**config.mk**
```make
export PLATFORM = sky130hd
export DESIGN_NAME = vint_unit
export DESIGN_NICKNAME = d
export VERILOG_FILES = /design/src/vint_pkg.sv /design/src/vint_edge_sync.sv /design/src/vint_context_store.sv /design/src/vint_unit.sv
export SDC_FILE = /design/constraint.sdc
export NUM_CORES = 1
export LEC_CHECK = 0
export BUFFER_PORTS_ARGS = -buffer_cell sky130_fd_sc_hd__buf_2
export CELL_PAD_IN_SITES_DETAIL_PLACEMENT = 2
export CELL_PAD_IN_SITES_GLOBAL_PLACEMENT = 2
export CORE_MARGIN = 3
export CORE_UTILIZATION = 31
export CTS_BUF_LIST = sky130_fd_sc_hd__clkbuf_4 sky130_fd_sc_hd__clkbuf_8 sky130_fd_sc_hd__clkbuf_16
export DETAILED_ROUTE_END_ITERATION = 7
export GPL_TIMING_DRIVEN = 0
export PLACE_DENSITY_LB_ADDON = 0.1
export SKIP_LAST_GASP = 1
export SLEW_MARGIN = 20
export SYNTH_ARGS = -nofsm -noshare
export SYNTH_HDL_FRONTEND = slang
export SYNTH_SLANG_ARGS = --single-unit
```
**constraint.sdc**
```tcl
create_clock -name CLOCK_I -period 3.23 [get_ports CLOCK_I]
set_input_delay 0.1615 -clock CLOCK_I [delete_from_list [all_inputs] [get_ports CLOCK_I]]
set_output_delay 0.1615 -clock CLOCK_I [all_outputs]
set_load 0.05 [all_outputs]
```
**src/vint_pkg.sv**
```systemverilog
// Package with register map, vectors and field layout of the vectored interrupt unit.
`default_nettype none
package vint_pkg;
  localparam int NUM_SRC = 8;
  localparam logic [7:0] ADDR_PENDING = 8'h00;
  localparam logic [7:0] ADDR_MASK = 8'h04;
  localparam logic [7:0] ADDR_CTRL = 8'h08;
  localparam logic [7:0] ADDR_STATE = 8'h0C;
  localparam logic [7:0] ADDR_IRQ_STAT = 8'h10;
  localparam logic [7:0] ADDR_IRQ_MASK = 8'h14;
  localparam logic [7:0] PENDING_RST = 8'h00;
  localparam logic [7:0] MASK_RST = 8'h00;
  localparam int SRC_TIMER = 0;
  localparam int SRC_EXT_A = 1;
  localparam int SRC_EXT_B = 2;
  localparam int SRC_CNT1 = 3;
  localparam int SRC_CNT2 = 4;
  localparam int SRC_HPW = 5;
  localparam int SRC_LPW = 6;
  localparam int SRC_PORT = 7;
  localparam int CTRL_GIE_BIT = 0;
  localparam int STATE_BUSY_BIT = 1;
  localparam int ISTAT_TAKE_BIT = 0;
  localparam int ISTAT_DONE_BIT = 1;
  localparam logic [15:0] VEC_BASE = 16'h0003;
  localparam logic [15:0] VEC_STEP = 16'h0003;
endpackage
`default_nettype wire

```
**src/vint_edge_sync.sv**
```systemverilog
// Two-flop synchroniser with a falling-edge detector for one request line.
`default_nettype none
module vint_edge_sync
  import vint_pkg::*;
(
  input wire logic clk_i,
  input wire logic rst_i,
  input wire logic ce_i,
  input wire logic async_i,
  input wire logic sync_mode_i,
  output logic fall_o
);
  logic meta_r;
  logic sync_r;
  logic prev_r;
  logic cur;

  always_ff @(posedge clk_i or posedge rst_i) begin
    if (rst_i) begin
      meta_r <= 1'b1;
      sync_r <= 1'b1;
    end else if (ce_i) begin
      meta_r <= async_i;
      sync_r <= meta_r;
    end
  end

  // Internal sources are on this clock and skip the synchroniser.
  assign cur = sync_mode_i ? sync_r : async_i;

  always_ff @(posedge clk_i or posedge rst_i) begin
    if (rst_i) begin
      prev_r <= 1'b1;
    end else if (ce_i) begin
      prev_r <= cur;
    end
  end

  assign fall_o = ce_i & prev_r & ~cur;
endmodule
`default_nettype wire

```
**src/vint_context_store.sv**
```systemverilog
// Hardware save slot for the accumulator and CPU status register.
`default_nettype none
module vint_context_store
  import vint_pkg::*;
#(
  parameter int DATA_W = 8
)
(
  input wire logic clk_i,
  input wire logic rst_i,
  input wire logic ce_i,
  input wire logic save_i,
  input wire logic [DATA_W-1:0] acc_i,
  input wire logic [DATA_W-1:0] stat_i,
  output logic [DATA_W-1:0] acc_o,
  output logic [DATA_W-1:0] stat_o
);
  initial begin
    if (DATA_W < 1) begin
      $error("DATA_W must be positive.");
    end
  end

  always_ff @(posedge clk_i or posedge rst_i) begin
    if (rst_i) begin
      acc_o <= '0;
      stat_o <= '0;
    end else if (ce_i && save_i) begin
      acc_o <= acc_i;
      stat_o <= stat_i;
    end
  end
endmodule
`default_nettype wire

```
**src/vint_unit.sv**
```systemverilog
// Vectored interrupt unit: pending flags, mask, vectoring and context save.
`default_nettype none
module vint_unit
  import vint_pkg::*;
#(
  parameter int DATA_W = 8
)
(
  input wire logic CLOCK_I,
  input wire logic RST_I,
  input wire logic CE_I,
  input wire logic PSEL_I,
  input wire logic PENABLE_I,
  input wire logic PWRITE_I,
  input wire logic [7:0] PADDR_I,
  input wire logic [31:0] PWDATA_I,
  output logic [31:0] PRDATA_O,
  output logic PREADY_O,
  output logic PSLVERR_O,
  input wire logic [3:0] INT_SRC_I,
  input wire logic EXT_IRQ_PIN_A_I,
  input wire logic EXT_IRQ_PIN_B_I,
  input wire logic PORT_CHANGE_I,
  input wire logic GLOBAL_ENABLE_INSTR_I,
  input wire logic GLOBAL_DISABLE_INSTR_I,
  input wire logic FREE_TIMER_OVF_I,
  input wire logic TAKE_ACK_I,
  input wire logic RETURN_I,
  input wire logic [DATA_W-1:0] ACCUMULATOR_I,
  input wire logic [DATA_W-1:0] CPU_STATUS_I,
  output logic TAKE_REQ_O,
  output logic [15:0] VECTOR_O,
  output logic RESTORE_O,
  output logic [DATA_W-1:0] ACC_RESTORE_O,
  output logic [DATA_W-1:0] STATUS_RESTORE_O,
  output logic IRQ_O
);
  typedef enum logic [1:0] {ST_IDLE, ST_REQ, ST_SERVICE} vstate_t;

  initial begin
    if (NUM_SRC != 8) begin
      $error("The unit serves exactly eight sources.");
    end
    if (DATA_W < 1) begin
      $error("DATA_W must be positive.");
    end
  end

  vstate_t state_r;
  logic [NUM_SRC-1:0] pending_flag_register_r;
  logic [NUM_SRC-1:0] source_mask_register_r;
  logic [NUM_SRC-1:0] req_lines;
  logic [NUM_SRC-1:0] fall;
  logic [NUM_SRC-1:0] is_pin;
  logic [NUM_SRC-1:0] clr_bits;
  logic [NUM_SRC-1:0] eligible;
  logic [2:0] sel_idx;
  logic [2:0] cur_idx_r;
  logic gie_r;
  logic sel_any;
  logic take;
  logic done;
  logic wr_en;
  logic rd_en;
  logic [1:0] istat_r;
  logic [1:0] imask_r;
  logic addr_ok;

  // Lowest index wins, which is also the lowest vector address.
  function automatic logic [2:0] low_idx(input logic [NUM_SRC-1:0] v);
    logic [2:0] r;
    r = 3'h0;
    for (int i = NUM_SRC - 1; i >= 0; i--) begin
      if (v[i]) begin
        r = 3'(i);
      end
    end
    return r;
  endfunction

  function automatic logic [15:0] vec_of(input logic [2:0] idx);
    return VEC_BASE + 16'(VEC_STEP * 16'(idx));
  endfunction

  assign req_lines = {PORT_CHANGE_I, INT_SRC_I, EXT_IRQ_PIN_B_I,
                      EXT_IRQ_PIN_A_I, FREE_TIMER_OVF_I};
  // Pins need synchronising; timer and counters are on this clock.
  assign is_pin = (8'h01 << SRC_EXT_A) | (8'h01 << SRC_EXT_B) |
                  (8'h01 << SRC_PORT);

  for (genvar g = 0; g < NUM_SRC; g++) begin : g_src
    vint_edge_sync u_sync (
      .clk_i(CLOCK_I),
      .rst_i(RST_I),
      .ce_i(CE_I),
      .async_i(req_lines[g]),
      .sync_mode_i(is_pin[g]),
      .fall_o(fall[g])
    );
  end

  assign wr_en = PSEL_I & PENABLE_I & PWRITE_I & CE_I;
  assign rd_en = PSEL_I & ~PWRITE_I & CE_I;
  assign PREADY_O = 1'b1;
  assign addr_ok = (PADDR_I == ADDR_PENDING) || (PADDR_I == ADDR_MASK) ||
                   (PADDR_I == ADDR_CTRL) || (PADDR_I == ADDR_STATE) ||
                   (PADDR_I == ADDR_IRQ_STAT) || (PADDR_I == ADDR_IRQ_MASK);
  assign PSLVERR_O = PSEL_I & PENABLE_I & ~addr_ok;

  assign clr_bits = (wr_en && PADDR_I == ADDR_PENDING) ?
                    PWDATA_I[NUM_SRC-1:0] : '0;

  // A taken source's flag is cleared on acceptance; a new edge wins.
  always_ff @(posedge CLOCK_I or posedge RST_I) begin
    if (RST_I) begin
      pending_flag_register_r <= PENDING_RST;
    end else if (CE_I) begin
      pending_flag_register_r <= (pending_flag_register_r & ~clr_bits &
        ~(take ? (8'h01 << cur_idx_r) : 8'h00)) |
        (fall & source_mask_register_r);
    end
  end

  always_ff @(posedge CLOCK_I or posedge RST_I) begin
    if (RST_I) begin
      source_mask_register_r <= MASK_RST;
    end else if (wr_en && PADDR_I == ADDR_MASK) begin
      source_mask_register_r <= PWDATA_I[NUM_SRC-1:0];
    end
  end

  // Disable wins when both instructions arrive together.
  always_ff @(posedge CLOCK_I or posedge RST_I) begin
    if (RST_I) begin
      gie_r <= 1'b0;
    end else if (CE_I) begin
      if (GLOBAL_DISABLE_INSTR_I) begin
        gie_r <= 1'b0;
      end else if (GLOBAL_ENABLE_INSTR_I) begin
        gie_r <= 1'b1;
      end else if (wr_en && PADDR_I == ADDR_CTRL) begin
        gie_r <= PWDATA_I[CTRL_GIE_BIT];
      end
    end
  end

  assign eligible = pending_flag_register_r & source_mask_register_r;
  assign sel_any = |eligible;
  assign sel_idx = low_idx(eligible);
  assign take = (state_r == ST_REQ) & TAKE_ACK_I & CE_I;
  assign done = (state_r == ST_SERVICE) & RETURN_I & CE_I;

  always_ff @(posedge CLOCK_I or posedge RST_I) begin
    if (RST_I) begin
      state_r <= ST_IDLE;
      cur_idx_r <= 3'h0;
      VECTOR_O <= 16'h0000;
      RESTORE_O <= 1'b0;
    end else if (CE_I) begin
      RESTORE_O <= 1'b0;
      case (state_r)
        ST_IDLE: begin
          if (gie_r && sel_any) begin
            state_r <= ST_REQ;
            cur_idx_r <= sel_idx;
            VECTOR_O <= vec_of(sel_idx);
          end
        end
        ST_REQ: begin
          if (TAKE_ACK_I) begin
            state_r <= ST_SERVICE;
          end else if (!gie_r) begin
            state_r <= ST_IDLE;
          end
        end
        ST_SERVICE: begin
          if (RETURN_I) begin
            state_r <= ST_IDLE;
            RESTORE_O <= 1'b1;
          end
        end
        default: begin
          state_r <= ST_IDLE;
        end
      endcase
    end
  end

  assign TAKE_REQ_O = (state_r == ST_REQ);

  vint_context_store #(
    .DATA_W(DATA_W)
  ) u_ctx (
    .clk_i(CLOCK_I),
    .rst_i(RST_I),
    .ce_i(CE_I),
    .save_i(take),
    .acc_i(ACCUMULATOR_I),
    .stat_i(CPU_STATUS_I),
    .acc_o(ACC_RESTORE_O),
    .stat_o(STATUS_RESTORE_O)
  );

  always_ff @(posedge CLOCK_I or posedge RST_I) begin
    if (RST_I) begin
      istat_r <= 2'h0;
    end else if (CE_I) begin
      istat_r <= (istat_r & ~((wr_en && PADDR_I == ADDR_IRQ_STAT) ?
                 PWDATA_I[1:0] : 2'h0)) | {done, take};
    end
  end

  always_ff @(posedge CLOCK_I or posedge RST_I) begin
    if (RST_I) begin
      imask_r <= 2'h0;
    end else if (wr_en && PADDR_I == ADDR_IRQ_MASK) begin
      imask_r <= PWDATA_I[1:0];
    end
  end

  assign IRQ_O = |(istat_r & imask_r);

  always_ff @(posedge CLOCK_I or posedge RST_I) begin
    if (RST_I) begin
      PRDATA_O <= 32'h0000_0000;
    end else if (rd_en && !PENABLE_I) begin
      if (PADDR_I == ADDR_PENDING) begin
        PRDATA_O <= {24'h000000, pending_flag_register_r};
      end else if (PADDR_I == ADDR_MASK) begin
        PRDATA_O <= {24'h000000, source_mask_register_r};
      end else if (PADDR_I == ADDR_CTRL) begin
        PRDATA_O <= {31'h0, gie_r};
      end else if (PADDR_I == ADDR_STATE) begin
        PRDATA_O <= {27'h0, cur_idx_r, state_r == ST_SERVICE,
                     state_r == ST_REQ};
      end else if (PADDR_I == ADDR_IRQ_STAT) begin
        PRDATA_O <= {30'h0, istat_r};
      end else if (PADDR_I == ADDR_IRQ_MASK) begin
        PRDATA_O <= {30'h0, imask_r};
      end else begin
        PRDATA_O <= 32'h0000_0000;
      end
    end
  end

  property p_vector_range;
    @(posedge CLOCK_I) disable iff (RST_I)
      TAKE_REQ_O |-> (VECTOR_O == vec_of(cur_idx_r)) &&
        (VECTOR_O >= 16'h0003) && (VECTOR_O <= 16'h0018);
  endproperty
  a_vector_range: assert property (p_vector_range)
    else $error("Vector does not match the selected source.");

  property p_edge_set;
    @(posedge CLOCK_I) disable iff (RST_I)
      (CE_I && fall[SRC_EXT_A] && source_mask_register_r[SRC_EXT_A]) |=>
        pending_flag_register_r[SRC_EXT_A];
  endproperty
  a_edge_set: assert property (p_edge_set)
    else $error("Unmasked falling edge did not set its flag.");

  property p_masked_nset;
    @(posedge CLOCK_I) disable iff (RST_I)
      (CE_I && !source_mask_register_r[SRC_CNT1] &&
       !pending_flag_register_r[SRC_CNT1]) |=>
        !pending_flag_register_r[SRC_CNT1];
  endproperty
  a_masked_nset: assert property (p_masked_nset)
    else $error("Masked source set its flag.");

  property p_no_nest;
    @(posedge CLOCK_I) disable iff (RST_I)
      (state_r == ST_SERVICE) |=> !TAKE_REQ_O;
  endproperty
  a_no_nest: assert property (p_no_nest)
    else $error("Interrupt vectored during service.");

  property p_save;
    @(posedge CLOCK_I) disable iff (RST_I)
      take |=> (ACC_RESTORE_O == $past(ACCUMULATOR_I)) &&
        (STATUS_RESTORE_O == $past(CPU_STATUS_I));
  endproperty
  a_save: assert property (p_save)
    else $error("Context not saved on take.");

  property p_restore;
    @(posedge CLOCK_I) disable iff (RST_I)
      done |=> RESTORE_O ##1 !RESTORE_O;
  endproperty
  a_restore: assert property (p_restore)
    else $error("Restore pulse missing after return.");

  property p_disable;
    @(posedge CLOCK_I) disable iff (RST_I)
      (CE_I && GLOBAL_DISABLE_INSTR_I) |=> !gie_r;
  endproperty
  a_disable: assert property (p_disable)
    else $error("Disable instruction did not clear global enable.");

  property p_priority;
    @(posedge CLOCK_I) disable iff (RST_I)
      (CE_I && state_r == ST_IDLE && gie_r && eligible[0]) |=>
        (VECTOR_O == 16'h0003);
  endproperty
  a_priority: assert property (p_priority)
    else $error("Lowest vector not served first.");

  property p_pend_hold;
    @(posedge CLOCK_I) disable iff (RST_I)
      (CE_I && state_r == ST_SERVICE && pending_flag_register_r[SRC_CNT2] &&
       !clr_bits[SRC_CNT2]) |=> pending_flag_register_r[SRC_CNT2];
  endproperty
  a_pend_hold: assert property (p_pend_hold)
    else $error("Request raised during service was lost.");

  property p_gie_gate;
    @(posedge CLOCK_I) disable iff (RST_I)
      (CE_I && state_r == ST_IDLE && !gie_r) |=> !TAKE_REQ_O;
  endproperty
  a_gie_gate: assert property (p_gie_gate)
    else $error("Interrupt vectored while globally disabled.");

  property p_req_hold;
    @(posedge CLOCK_I) disable iff (RST_I)
      (CE_I && TAKE_REQ_O && !TAKE_ACK_I && gie_r) |=>
        TAKE_REQ_O && $stable(VECTOR_O);
  endproperty
  a_req_hold: assert property (p_req_hold)
    else $error("Vector request dropped or changed before acceptance.");

  property p_ctx_hold;
    @(posedge CLOCK_I) disable iff (RST_I)
      !take |=> $stable(ACC_RESTORE_O) && $stable(STATUS_RESTORE_O);
  endproperty
  a_ctx_hold: assert property (p_ctx_hold)
    else $error("Saved context changed outside acceptance.");
endmodule
`default_nettype wire

```
==> results of run 1 <==
==> cells by family after synthesis <==
kind of cell / count (synthesis) / synth area share, %
mux: 30 / 9.870
simple gates: 139 / 17.55
compound gates: 63 / 12.43
other cells: 2 / 0.2050
flops: 70 / 48.29
fa+ha+maj: 3 / 1.025
xor+xnor: 1 / 0.2391
buf+inv: 63 / 10.38
==> routing by layer <==
metal  wire [um]  vias to the layer above
met5           7                        -
met2        5202                       91
li1            -                     1482
met1        4660                     1520
met3         664                       22
met4         231                        2
==> worst paths after layout <==
check	start	to	slack [ns]	cells after the start
setup / recovery	source_mask_register_r[0]$_DFFE_PP0P_	VECTOR_O[4]$_DFFE_PP0P_	0.56	9
hold / removal	ACCUMULATOR_I[2]	u_ctx.acc_o[2]$_DFFE_PP0P_	0.02	3
setup reg to reg	source_mask_register_r[0]$_DFFE_PP0P_	VECTOR_O[4]$_DFFE_PP0P_	0.56	9
hold reg to reg	u_ctx.acc_o[7]$_DFFE_PP0P_	u_ctx.acc_o[7]$_DFFE_PP0P_	0.47	2
max in group asynchronous	RST_I	g_src[4].u_sync.prev_r$_DFFE_PP1P_	2.25	4
min in group asynchronous	RST_I	u_ctx.stat_o[2]$_DFFE_PP0P_	0.38	3
==> cells in the final DEF (no fill, tap or decap), types with 2 or more instances in the layout <==
| master | instances |
|---|---|
| a22o_1 | 3 |
| and3_1 | 2 |
| clkbuf_16 | 9 |
| clkbuf_1 | 11 |
| o21ai_0 | 12 |
| buf_4 | 36 |
| dfrtp_1 | 56 |
| nand3_1 | 5 |
| nand2_1 | 79 |
| nand4b_1 | 2 |
| clkinv_2 | 3 |
| and2_1 | 2 |
| mux2_4 | 8 |
| nor3_1 | 5 |
| dfstp_2 | 14 |
| inv_1 | 12 |
| or3_1 | 4 |
| mux2_2 | 17 |
| conb_1 | 36 |
| a22oi_1 | 4 |
| a31o_2 | 3 |
| a221oi_1 | 4 |
| o211ai_1 | 2 |
| a211oi_1 | 2 |
| a41o_1 | 5 |
| and4b_1 | 3 |
| clkinvlp_4 | 3 |
| mux2i_1 | 5 |
| a21o_1 | 3 |
| o31ai_1 | 8 |
| nor2_1 | 21 |
| ha_1 | 3 |
| a21oi_1 | 7 |
| nor2b_1 | 2 |
| buf_2 | 82 |
| a31oi_1 | 3 |
| nand4_1 | 7 |
==> sequential cells by signal (all words and copies together) (netlist names) <==
| signal | count |
|---|---|
| state_r | 2 |
| g_src.u_sync.sync_r | 3 |
| istat_r | 2 |
| cur_idx_r | 3 |
| imask_r | 2 |
| g_src.u_sync.prev_r | 8 |
| g_src.u_sync.meta_r | 3 |
| VECTOR_O | 5 |
| u_ctx.stat_o | 8 |
| gie_r | 1 |
| pending_flag_register_r | 8 |
| PRDATA_O | 8 |
| RESTORE_O | 1 |
| source_mask_register_r | 8 |
| u_ctx.acc_o | 8 |
==> layout make-up <==
class	instances	area, um^2	share of cell area, %
sequential	70	1769	37.71
multi-input combinational	272	1642	34.99
timing repair buffer	83	442.9	9.440
buffer	50	331.6	7.067
clock buffer	10	239.0	5.093
tap	143	178.9	3.813
inverter	13	51.30	1.093
clock inverter	6	37.54	0.8000
==> worst max-delay path, delay by kind of cell, from the launching register on <==
family	cells	cell delay, ns
DFF	1	0.45
AOI/OAI and AO/OA	5	1.35
buffers and inverters	1	0.06
and+or+nand+nor	1	0.11
adders and majority gates	2	0.55
==> through the flow <==
stage	hold WS [ns]	std cells	area [um^2]	setup WS, ns	util [%]
after floorplan	0.2669	405	3791	1.024	-
after global placement	0.3510	629	4375	0.2384	38.16
after detailed placement	0.1706	630	4405	0.5887	38.42
after CTS	0.01188	647	4692	0.5634	40.92
after global routing	0.03032	647	4692	0.3322	40.92
final	0.01994	647	4692	0.5645	40.92
==> power groups by stage <==
stage	Combinational (mW)	Sequential [mW]	Clock [mW]
floorplan	0.206	1.00	0
global placement	0.312	0.970	0
detailed placement	0.322	0.973	0
CTS	0.324	0.958	0.951
global route	0.349	0.965	0.989
finish	0.322	0.958	0.926
==> metrics, run 1 <==
crit end category=flip-flop; Worst Path Required=~3.4 ns; Net Sw Frac=28.72%; Arr. time, crit path=around 2.9 ns; Global Route Usage Sum=17.31%; DRT Pass-1 Iters=4; Setup crit start kind=flip-flop; cell with the most instances after synthesis=nand2_1; clk root buf=clkbuf_16; Tot Pwr=roughly 2.2 mW; Post-Syn Area per Cell=slightly below 10 um^2; Die W=~110 um; total grt overflow=0; DR vias=roughly 3,100; Post-CTS Resized=0; share of layout cells above drive strength 1=around 36%; Synth top cells by count=79 x nand2_1, 56 x dfrtp_1, 36 x buf_4; Rel. slew slack=roughly 54%; GPL Wtd Cong=between 0.8 and 0.9; htree depth=3; post-synth top area share=38.25%; Post-Route WL=10.77 mm; part of the power in registers=a little over two fifths; total negative slack=0 ns; clock buffer depth=2; max incr delay on CP=around 0.56 ns; period utilization=82.52%; Pins Over Slew Limit=0; leak pwr=approximately 2.5 nW; ANT cells=0; Max FO, Critical Path=7; initial antenna violation count=1; CTS clk-pin slew, worst paths=about 0.060 ns; CTS Hold Buffers Added=1; pwr dens=~470 nW/um^2; Hold Crit Class=in2reg; crit path kind=reg2reg; Area growth, synth to finish=28.07%; synth unique cells=51; gr busiest metal=met2; post-route ant nets=0; Max VDD drop=roughly 0.25 mV; initial core utilization=31.95%; row cnt=39; clock power share=a little over two fifths; TritonCTS buffer count=9; met3 GRT Util=about 4.5%; Slew @ Worst Pin=slightly below 0.7 ns; Netlist Area Pre-Place=around 3700 um^2; 1st-iter DRT viols=between 100 and 150; cell count after synthesis=371; vias in the first global route=roughly 3,400; first-pass GRT wire length=17.84 mm; Tmin final=~2.7 ns; top cells by area, synth=dfrtp_1 38%, dfstp_2 10%, nand2_1 8.1%, buf_4 7.4%, mux2_2 5.2%; area leader, netlist=dfrtp_1; via/cell ratio=~4.8; clock skew=0.009653 ns; Placeable Area=11,470 um^2; net switching power=around 0.63 mW; register area share after synthesis=around half; GRT met1 Usage=roughly 22%; RSZ-0062 raised after global routing=no; # IOs=between 100 and 150; routed length per instance=16.64 um; grt met2 use=28.64%; synth warn=0; DP HPWL=8.159 mm; P_int=about 1.6 mW; die height=114.7 um; Clock Sinks=70; Fin. Hold Viols=0; max-cap violations=0; status=finished clean; IO buf count=81; f_max=375.2 MHz; Critical-path top delay cell=a22oi_1; final setup vio count=0; worst skew pair latency=0.33 ns; DRC viols=0; Comb pwr share=between 10% and 20%; Post-synth EDFFs=0; final net count=roughly 580; filler instances=between 1,000 and 1,500; fraction of registers with async set/reset=100.0%; largest net degree at the start of global routing=46; Main synth FF type=dfrtp_1; CTS tree=yes; critical path, cell by cell=a22oi_1 > nand2_1 > a21oi_1 > ha_1 > inv_1 > ha_1 > a41o_1 > a211oi_1 > a21oi_1; post-CTS setup buffer count=0; post-synthesis register bit count=70; die area=approximately 13,000 um^2
Note: power is estimated with default switching activity, not from simulation.
==> run 2: changes to the inputs <==
--- a/config.mk
+++ b/config.mk
@@ -9,7 +9,7 @@
 export CELL_PAD_IN_SITES_DETAIL_PLACEMENT = 2
 export CELL_PAD_IN_SITES_GLOBAL_PLACEMENT = 2
 export CORE_MARGIN = 3
-export CORE_UTILIZATION = 31
+export CORE_UTILIZATION = 29
 export CTS_BUF_LIST = sky130_fd_sc_hd__clkbuf_4 sky130_fd_sc_hd__clkbuf_8 sky130_fd_sc_hd__clkbuf_16
 export DETAILED_ROUTE_END_ITERATION = 7
 export GPL_TIMING_DRIVEN = 0
==> constraint.sdc (replaced) <==
create_clock -name CLOCK_I -period 2.7 [get_ports CLOCK_I]
set_input_delay 0.135 -clock CLOCK_I [delete_from_list [all_inputs] [get_ports CLOCK_I]]
set_output_delay 0.135 -clock CLOCK_I [all_outputs]
set_load 0.05 [all_outputs]
==> metrics, run 2 (synthesis gave the netlist of run 1 again) <==
RSZ-0062 raised after global routing=no (unchanged); Reg area=1769 um^2 (unchanged); IO buf count=81 (unchanged); Tot Pwr=2.752 mW (was 2.206 mW); period utilization=93.35% (was 82.52%); placed cell count=655 (was 630); footprint of the multi-input gates=1647 um^2 (was 1642 um^2); crit path kind=reg2reg (unchanged); DR vias=3,176 (was 3,117); leak pwr=2.607 nW (was 2.537 nW); first-pass GRT wire length=18.71 mm (was 17.84 mm); crit end category=flip-flop (unchanged); Pins Over Slew Limit=0 (unchanged); clock skew=0.006240 ns (was 0.009653 ns); Slew @ Worst Pin=0.6806 ns (was 0.6846 ns); TritonCTS buffer count=9 (unchanged); Fin. Hold Viols=0 (unchanged); DP HPWL=8.379 mm (was 8.159 mm); ANT cells=0 (unchanged); CTS tree=yes (unchanged); f_max=396.7 MHz (was 375.2 MHz); most frequent cells in the layout=82 x buf_2, 79 x nand2_1, 56 x dfrtp_1 (unchanged); share of layout cells above drive strength 1=35.59% (was 36.31%); routed length per instance=16.33 um (was 16.64 um); Area growth, synth to finish=33.40% (was 28.07%); GPL Wtd Cong=0.8215 (was 0.8308); status=finished clean (unchanged); max-cap violations=0 (unchanged); post-route ant nets=0 (unchanged); Clock Sinks=70 (unchanged); pwr dens=563.0 nW/um^2 (was 470.2 nW/um^2); die height=118.4 um (was 114.7 um); Die W=118.4 um (was 114.7 um); Tmin final=2.521 ns (was 2.665 ns); Setup crit start kind=flip-flop (unchanged); die area=14,020 um^2 (was 13,160 um^2); DRC viols=0 (unchanged); CTS clk-pin slew, worst paths=0.06 ns (about the same); DRT Pass-1 Iters=4 (unchanged); Hold Crit Class=in2reg (unchanged); most common cell after layout, fill and taps aside=buf_2 (unchanged); via/cell ratio=4.636 (was 4.818); final net count=589 (was 576); clock buffer depth=2 (unchanged); row cnt=40 (was 39); Max VDD drop=0.3194 mV (was 0.2523 mV); # IOs=143 (unchanged); Rel. slew slack=54.28% (was 54.01%); Max FO, Critical Path=7 (unchanged); largest net degree at the start of global routing=54 (was 46); clk root buf=clkbuf_16 (unchanged); 1st-iter DRT viols=61 (was 132); Hold WS=0.01242 ns (was 0.01994 ns); initial core utilization=30.12% (was 31.95%); total grt overflow=0 (unchanged); final non-filler cell total=685 (was 647); vias in the first global route=3,572 (was 3,385); Post-Route WL=11.19 mm (was 10.77 mm); htree depth=3 (unchanged); final setup vio count=0 (unchanged); worst skew pair latency=0.33 ns (about the same); post-place setup slack=-0.03817 ns (was 0.5887 ns); initial antenna violation count=0 (was 1); post-CTS setup buffer count=0 (unchanged); Placeable Area=12,160 um^2 (was 11,470 um^2); Global Route Usage Sum=16.61% (was 17.31%); Worst Path Required=2.90 ns (was 3.42 ns); filler instances=1,361 (was 1,285); Arr. time, crit path=2.72 ns (was 2.86 ns); Worst Slack Setup Final=0.1795 ns (was 0.5645 ns)
[run 2: changes by cell type in the layout (fill, tap and decap cells not counted)]
| cell | change |
|---|---|
| dlygate4sd3_1 | +13 |
| clkinv_2 | -2 |
| a22oi_1 | -1 |
| a22oi_2 | +1 |
| bufinv_16 | +1 |
| clkbuf_4 | +1 |
| clkinv_4 | +1 |
| clkinvlp_4 | -1 |
| o21ai_0 | -1 |
| o21ai_1 | +1 |
[run 2: where the power goes]
part,leakage (nW),switching (mW),total [mW],internal (mW)
registers,0.914,0.0296,1.15,1.12
logic,1.55,0.266,0.402,0.136
clock network,0.145,0.454,1.20,0.750
total,2.61,0.749,2.75,2.00
[run 2: metal layers]
layer / routed length [um] / global-route usage, % / vias to the layer above
met2: 5486 / 28.40 / 88
met5: 0 / 0 / -
met3: 651 / 5.120 / 8
met1: 4946 / 20.48 / 1577
li1: - / - / 1503
met4: 101 / 4.055 / 0
[run 2: what timing repair did]
item                                    in CTS  in global routing
hold endpoints to repair                    30                  0
gates resized for setup                      1                  1
hold buffers                                14                  0
endpoints found under the setup margin       1                  1
[run 2: area by class of cell]
class,count,area share [%]
Timing Repair Buffer,96,11.73
Sequential cell,70,36.20
Multi-Input combinational cell,272,33.69
Tap cell,168,4.301
Clock buffer,11,5.044
Buffer,50,6.784
Inverter,13,1.050
Clock inverter,5,1.203
[run 2: path summary, 6_finish.rpt]
kind | startpoint | endpoint | cells past startpoint | slack (ns)
max in group asynchronous | RST_I | g_src[4].u_sync.prev_r$_DFFE_PP1P_ | 4 | 1.80
max reg2reg | pending_flag_register_r[0]$_DFFE_PP0P_ | VECTOR_O[4]$_DFFE_PP0P_ | 9 | 0.18
min reg2reg | u_ctx.stat_o[2]$_DFFE_PP0P_ | u_ctx.stat_o[2]$_DFFE_PP0P_ | 2 | 0.47
min | ACCUMULATOR_I[2] | u_ctx.acc_o[2]$_DFFE_PP0P_ | 3 | 0.01
max | pending_flag_register_r[0]$_DFFE_PP0P_ | VECTOR_O[4]$_DFFE_PP0P_ | 9 | 0.18
min in group asynchronous | RST_I | u_ctx.acc_o[1]$_DFFE_PP0P_ | 3 | 0.30
[run 2: critical path, cell delays in order (launching register included)]
cell	delay (ns)
dfrtp_1	0.44
a22oi_2	0.44
nand2_1	0.12
a21oi_1	0.29
ha_1	0.30
inv_1	0.06
ha_1	0.24
a41o_1	0.19
a211oi_1	0.25
a21oi_1	0.06
[run 2: stage by stage]
step	utilization, %	cell area (um^2)	setup TNS, ns
5_1_grt	40.19	4887	0
3_3_place_gp	36.23	4407	-11.83
3_5_place_dp	36.48	4437	-0.03817
2_1_floorplan	-	3791	0
6_report	40.19	4887	0
4_1_cts	40.19	4887	0
==> run 3: changes to the inputs <==
--- a/config.mk
+++ b/config.mk
@@ -10,7 +10,6 @@
 export CELL_PAD_IN_SITES_GLOBAL_PLACEMENT = 2
 export CORE_MARGIN = 3
 export CORE_UTILIZATION = 29
-export CTS_BUF_LIST = sky130_fd_sc_hd__clkbuf_4 sky130_fd_sc_hd__clkbuf_8 sky130_fd_sc_hd__clkbuf_16
 export DETAILED_ROUTE_END_ITERATION = 7
 export GPL_TIMING_DRIVEN = 0
 export PLACE_DENSITY_LB_ADDON = 0.1
==> metrics, run 3 (synthesis gave the netlist of run 1 again) <==
filler instances=1,362 (was 1,361); f_max=396.8 MHz (was 396.7 MHz); Reg2Reg Setup Slack=0.18 ns (about the same); cell area after layout=4883 um^2 (was 4887 um^2); Arr. time, crit path=2.72 ns (about the same); DP HPWL=8.379 mm (unchanged); Crit path depth=9 (unchanged); Core Util, Final=40.15% (was 40.19%); CTS tree=yes (unchanged); status=finished clean (unchanged); Pins Over Slew Limit=0 (unchanged); routed length per instance=16.33 um (about the same); Placed Area=4437 um^2 (unchanged); # IOs=143 (unchanged); IO buf count=81 (unchanged); Post-Route WL=11.19 mm (about the same); crit path kind=reg2reg (unchanged); clock power share=43.6% (was 43.8%); gate family responsible for the most delay along the worst path=compound AO/OA/AOI/OAI gates (unchanged); Hold Crit Class=in2reg (unchanged); clock buffer depth=2 (unchanged); CTS clk-pin slew, worst paths=0.06 ns (about the same); critical path, cell by cell=a22oi_2 > nand2_1 > a21oi_1 > ha_1 > inv_1 > ha_1 > a41o_1 > a211oi_1 > a21oi_1 (unchanged); Die W=118.4 um (unchanged); Slew @ Worst Pin=0.6806 ns (unchanged); FF-to-FF path depth=9 (unchanged); Hold WS=0.01079 ns (was 0.01242 ns); Worst Hold Depth=3 (unchanged); post-CTS setup buffer count=0 (unchanged); period utilization=93.33% (was 93.35%); clk root buf=clkbuf_16 (unchanged); Clock Sinks=70 (unchanged); via/cell ratio=4.638 (was 4.636); net switching power=0.7501 mW (was 0.7493 mW); DR vias=3,177 (was 3,176); RR Endpoint=VECTOR_O[4]$_DFFE_PP0P_ (unchanged); vias in the first global route=3,570 (was 3,572); Area growth, synth to finish=33.30% (was 33.40%); Worst Path Required=2.90 ns (about the same); TritonCTS buffer count=9 (unchanged); most common cell after layout, fill and taps aside=buf_2 (unchanged); row cnt=40 (unchanged); final net count=589 (unchanged); clock skew=0.005800 ns (was 0.006240 ns); die height=118.4 um (unchanged); Comb pwr share=14.6% (about the same); Max FO, Critical Path=7 (unchanged); GPL Wtd Cong=0.8215 (unchanged); Setup crit start kind=flip-flop (unchanged); post-route ant nets=0 (unchanged); max-cap violations=0 (unchanged); pwr dens=561.6 nW/um^2 (was 563.0 nW/um^2); worst skew pair latency=0.33 ns (about the same); final setup vio count=0 (unchanged); initial core utilization=30.12% (unchanged); Global Route Usage Sum=16.61% (unchanged); total grt overflow=0 (unchanged); part of the power in registers=41.8% (was 41.6%); crit end category=flip-flop (unchanged); Placeable Area=12,160 um^2 (unchanged); Net Sw Frac=27.35% (was 27.23%); initial antenna violation count=0 (unchanged); most frequent cells in the layout=82 x buf_2, 79 x nand2_1, 56 x dfrtp_1 (unchanged); Tot Pwr=2.742 mW (was 2.752 mW); DRC viols=0 (unchanged); Tmin final=2.520 ns (was 2.521 ns); WHS Endpoint=u_ctx.acc_o[2]$_DFFE_PP0P_ (unchanged); RSZ-0062 raised after global routing=no (unchanged); Max VDD drop=0.3093 mV (was 0.3194 mV); 1st-iter DRT viols=69 (was 61); CP bufs+invs=1 (unchanged); share of layout cells above drive strength 1=35.40% (was 35.59%); ANT cells=0 (unchanged); die area=14,020 um^2 (unchanged); CP startpoint=pending_flag_register_r[0]$_DFFE_PP0P_ (unchanged); htree depth=3 (unchanged); Fin. Hold Viols=0 (unchanged); max incr delay on CP=0.44 ns (about the same); Critical-path top delay cell=dfrtp_1 (unchanged); Hold Path Origin=ACCUMULATOR_I[2] (unchanged); footprint of the multi-input gates=1647 um^2 (unchanged); Reg area=1769 um^2 (unchanged); worst r2r src=pending_flag_register_r[0]$_DFFE_PP0P_ (unchanged); Rel. slew slack=54.28% (unchanged); P_int=1.992 mW (was 2.002 mW); leak pwr=2.603 nW (was 2.607 nW); largest net degree at the start of global routing=54 (unchanged); first-pass GRT wire length=18.71 mm (unchanged); DRT Pass-1 Iters=4 (unchanged)
-- run 3: routing by layer --
| metal | vias up | GRT usage, % | share of wire (%) |
|---|---|---|---|
| li1 | 1503 | - | - |
| met2 | 88 | 28.40 | 49 |
| met1 | 1576 | 20.48 | 44 |
| met3 | 10 | 5.120 | 5.8 |
| met5 | - | 0 | 0 |
| met4 | 0 | 4.055 | 1.2 |
-- run 3: what timing repair did --
action	in CTS	in global routing
gates resized for setup	1	1
hold buffers	14	0
setup endpoints to repair	1	1
endpoints found under the hold margin	30	0
-- run 3: layout make-up --
cell class	instances	share of cell area, %
buffer	50	6.790
clock buffer	11	4.971
clock inverter	5	1.204
inverter	13	1.050
multi-input combinational	272	33.72
sequential	70	36.23
tap	168	4.304
timing repair buffer	96	11.73
-- run 3: metrics by stage --
step                      setup TNS (ns)  setup WS (ns)  std cells
after CTS                              0         0.1431        685
after global routing                   0        0.01349        685
after floorplan                        0         0.4945        405
after global placement            -11.83        -0.2155        654
final                                  0         0.1801        685
after detailed placement        -0.03817       -0.03817        655
-- run 3: power by group through the flow --
stage	Clock (mW)	Sequential [mW]	Combinational (mW)
after floorplan	0	1.20	0.247
after global placement	0	1.16	0.374
after detailed placement	0	1.16	0.387
after CTS	1.23	1.15	0.403
after global routing	1.28	1.15	0.434
final	1.20	1.15	0.402
-- run 3: worst max-delay path by stage --
stage | end
global placement | VECTOR_O[3]$_DFFE_PP0P_
global route | VECTOR_O[4]$_DFFE_PP0P_
finish | VECTOR_O[4]$_DFFE_PP0P_
detailed placement | VECTOR_O[4]$_DFFE_PP0P_
floorplan | u_ctx.acc_o[0]$_DFFE_PP0P_
CTS | VECTOR_O[4]$_DFFE_PP0P_
-- run 3: worst reg2reg max path: stages, from the launching register on --
cell and delay, ns:
dfrtp_1 0.44, a22oi_2 0.44, nand2_1 0.12, a21oi_1 0.29, ha_1 0.30, inv_1 0.06, ha_1 0.25, a41o_1 0.19
a211oi_1 0.25, a21oi_1 0.06
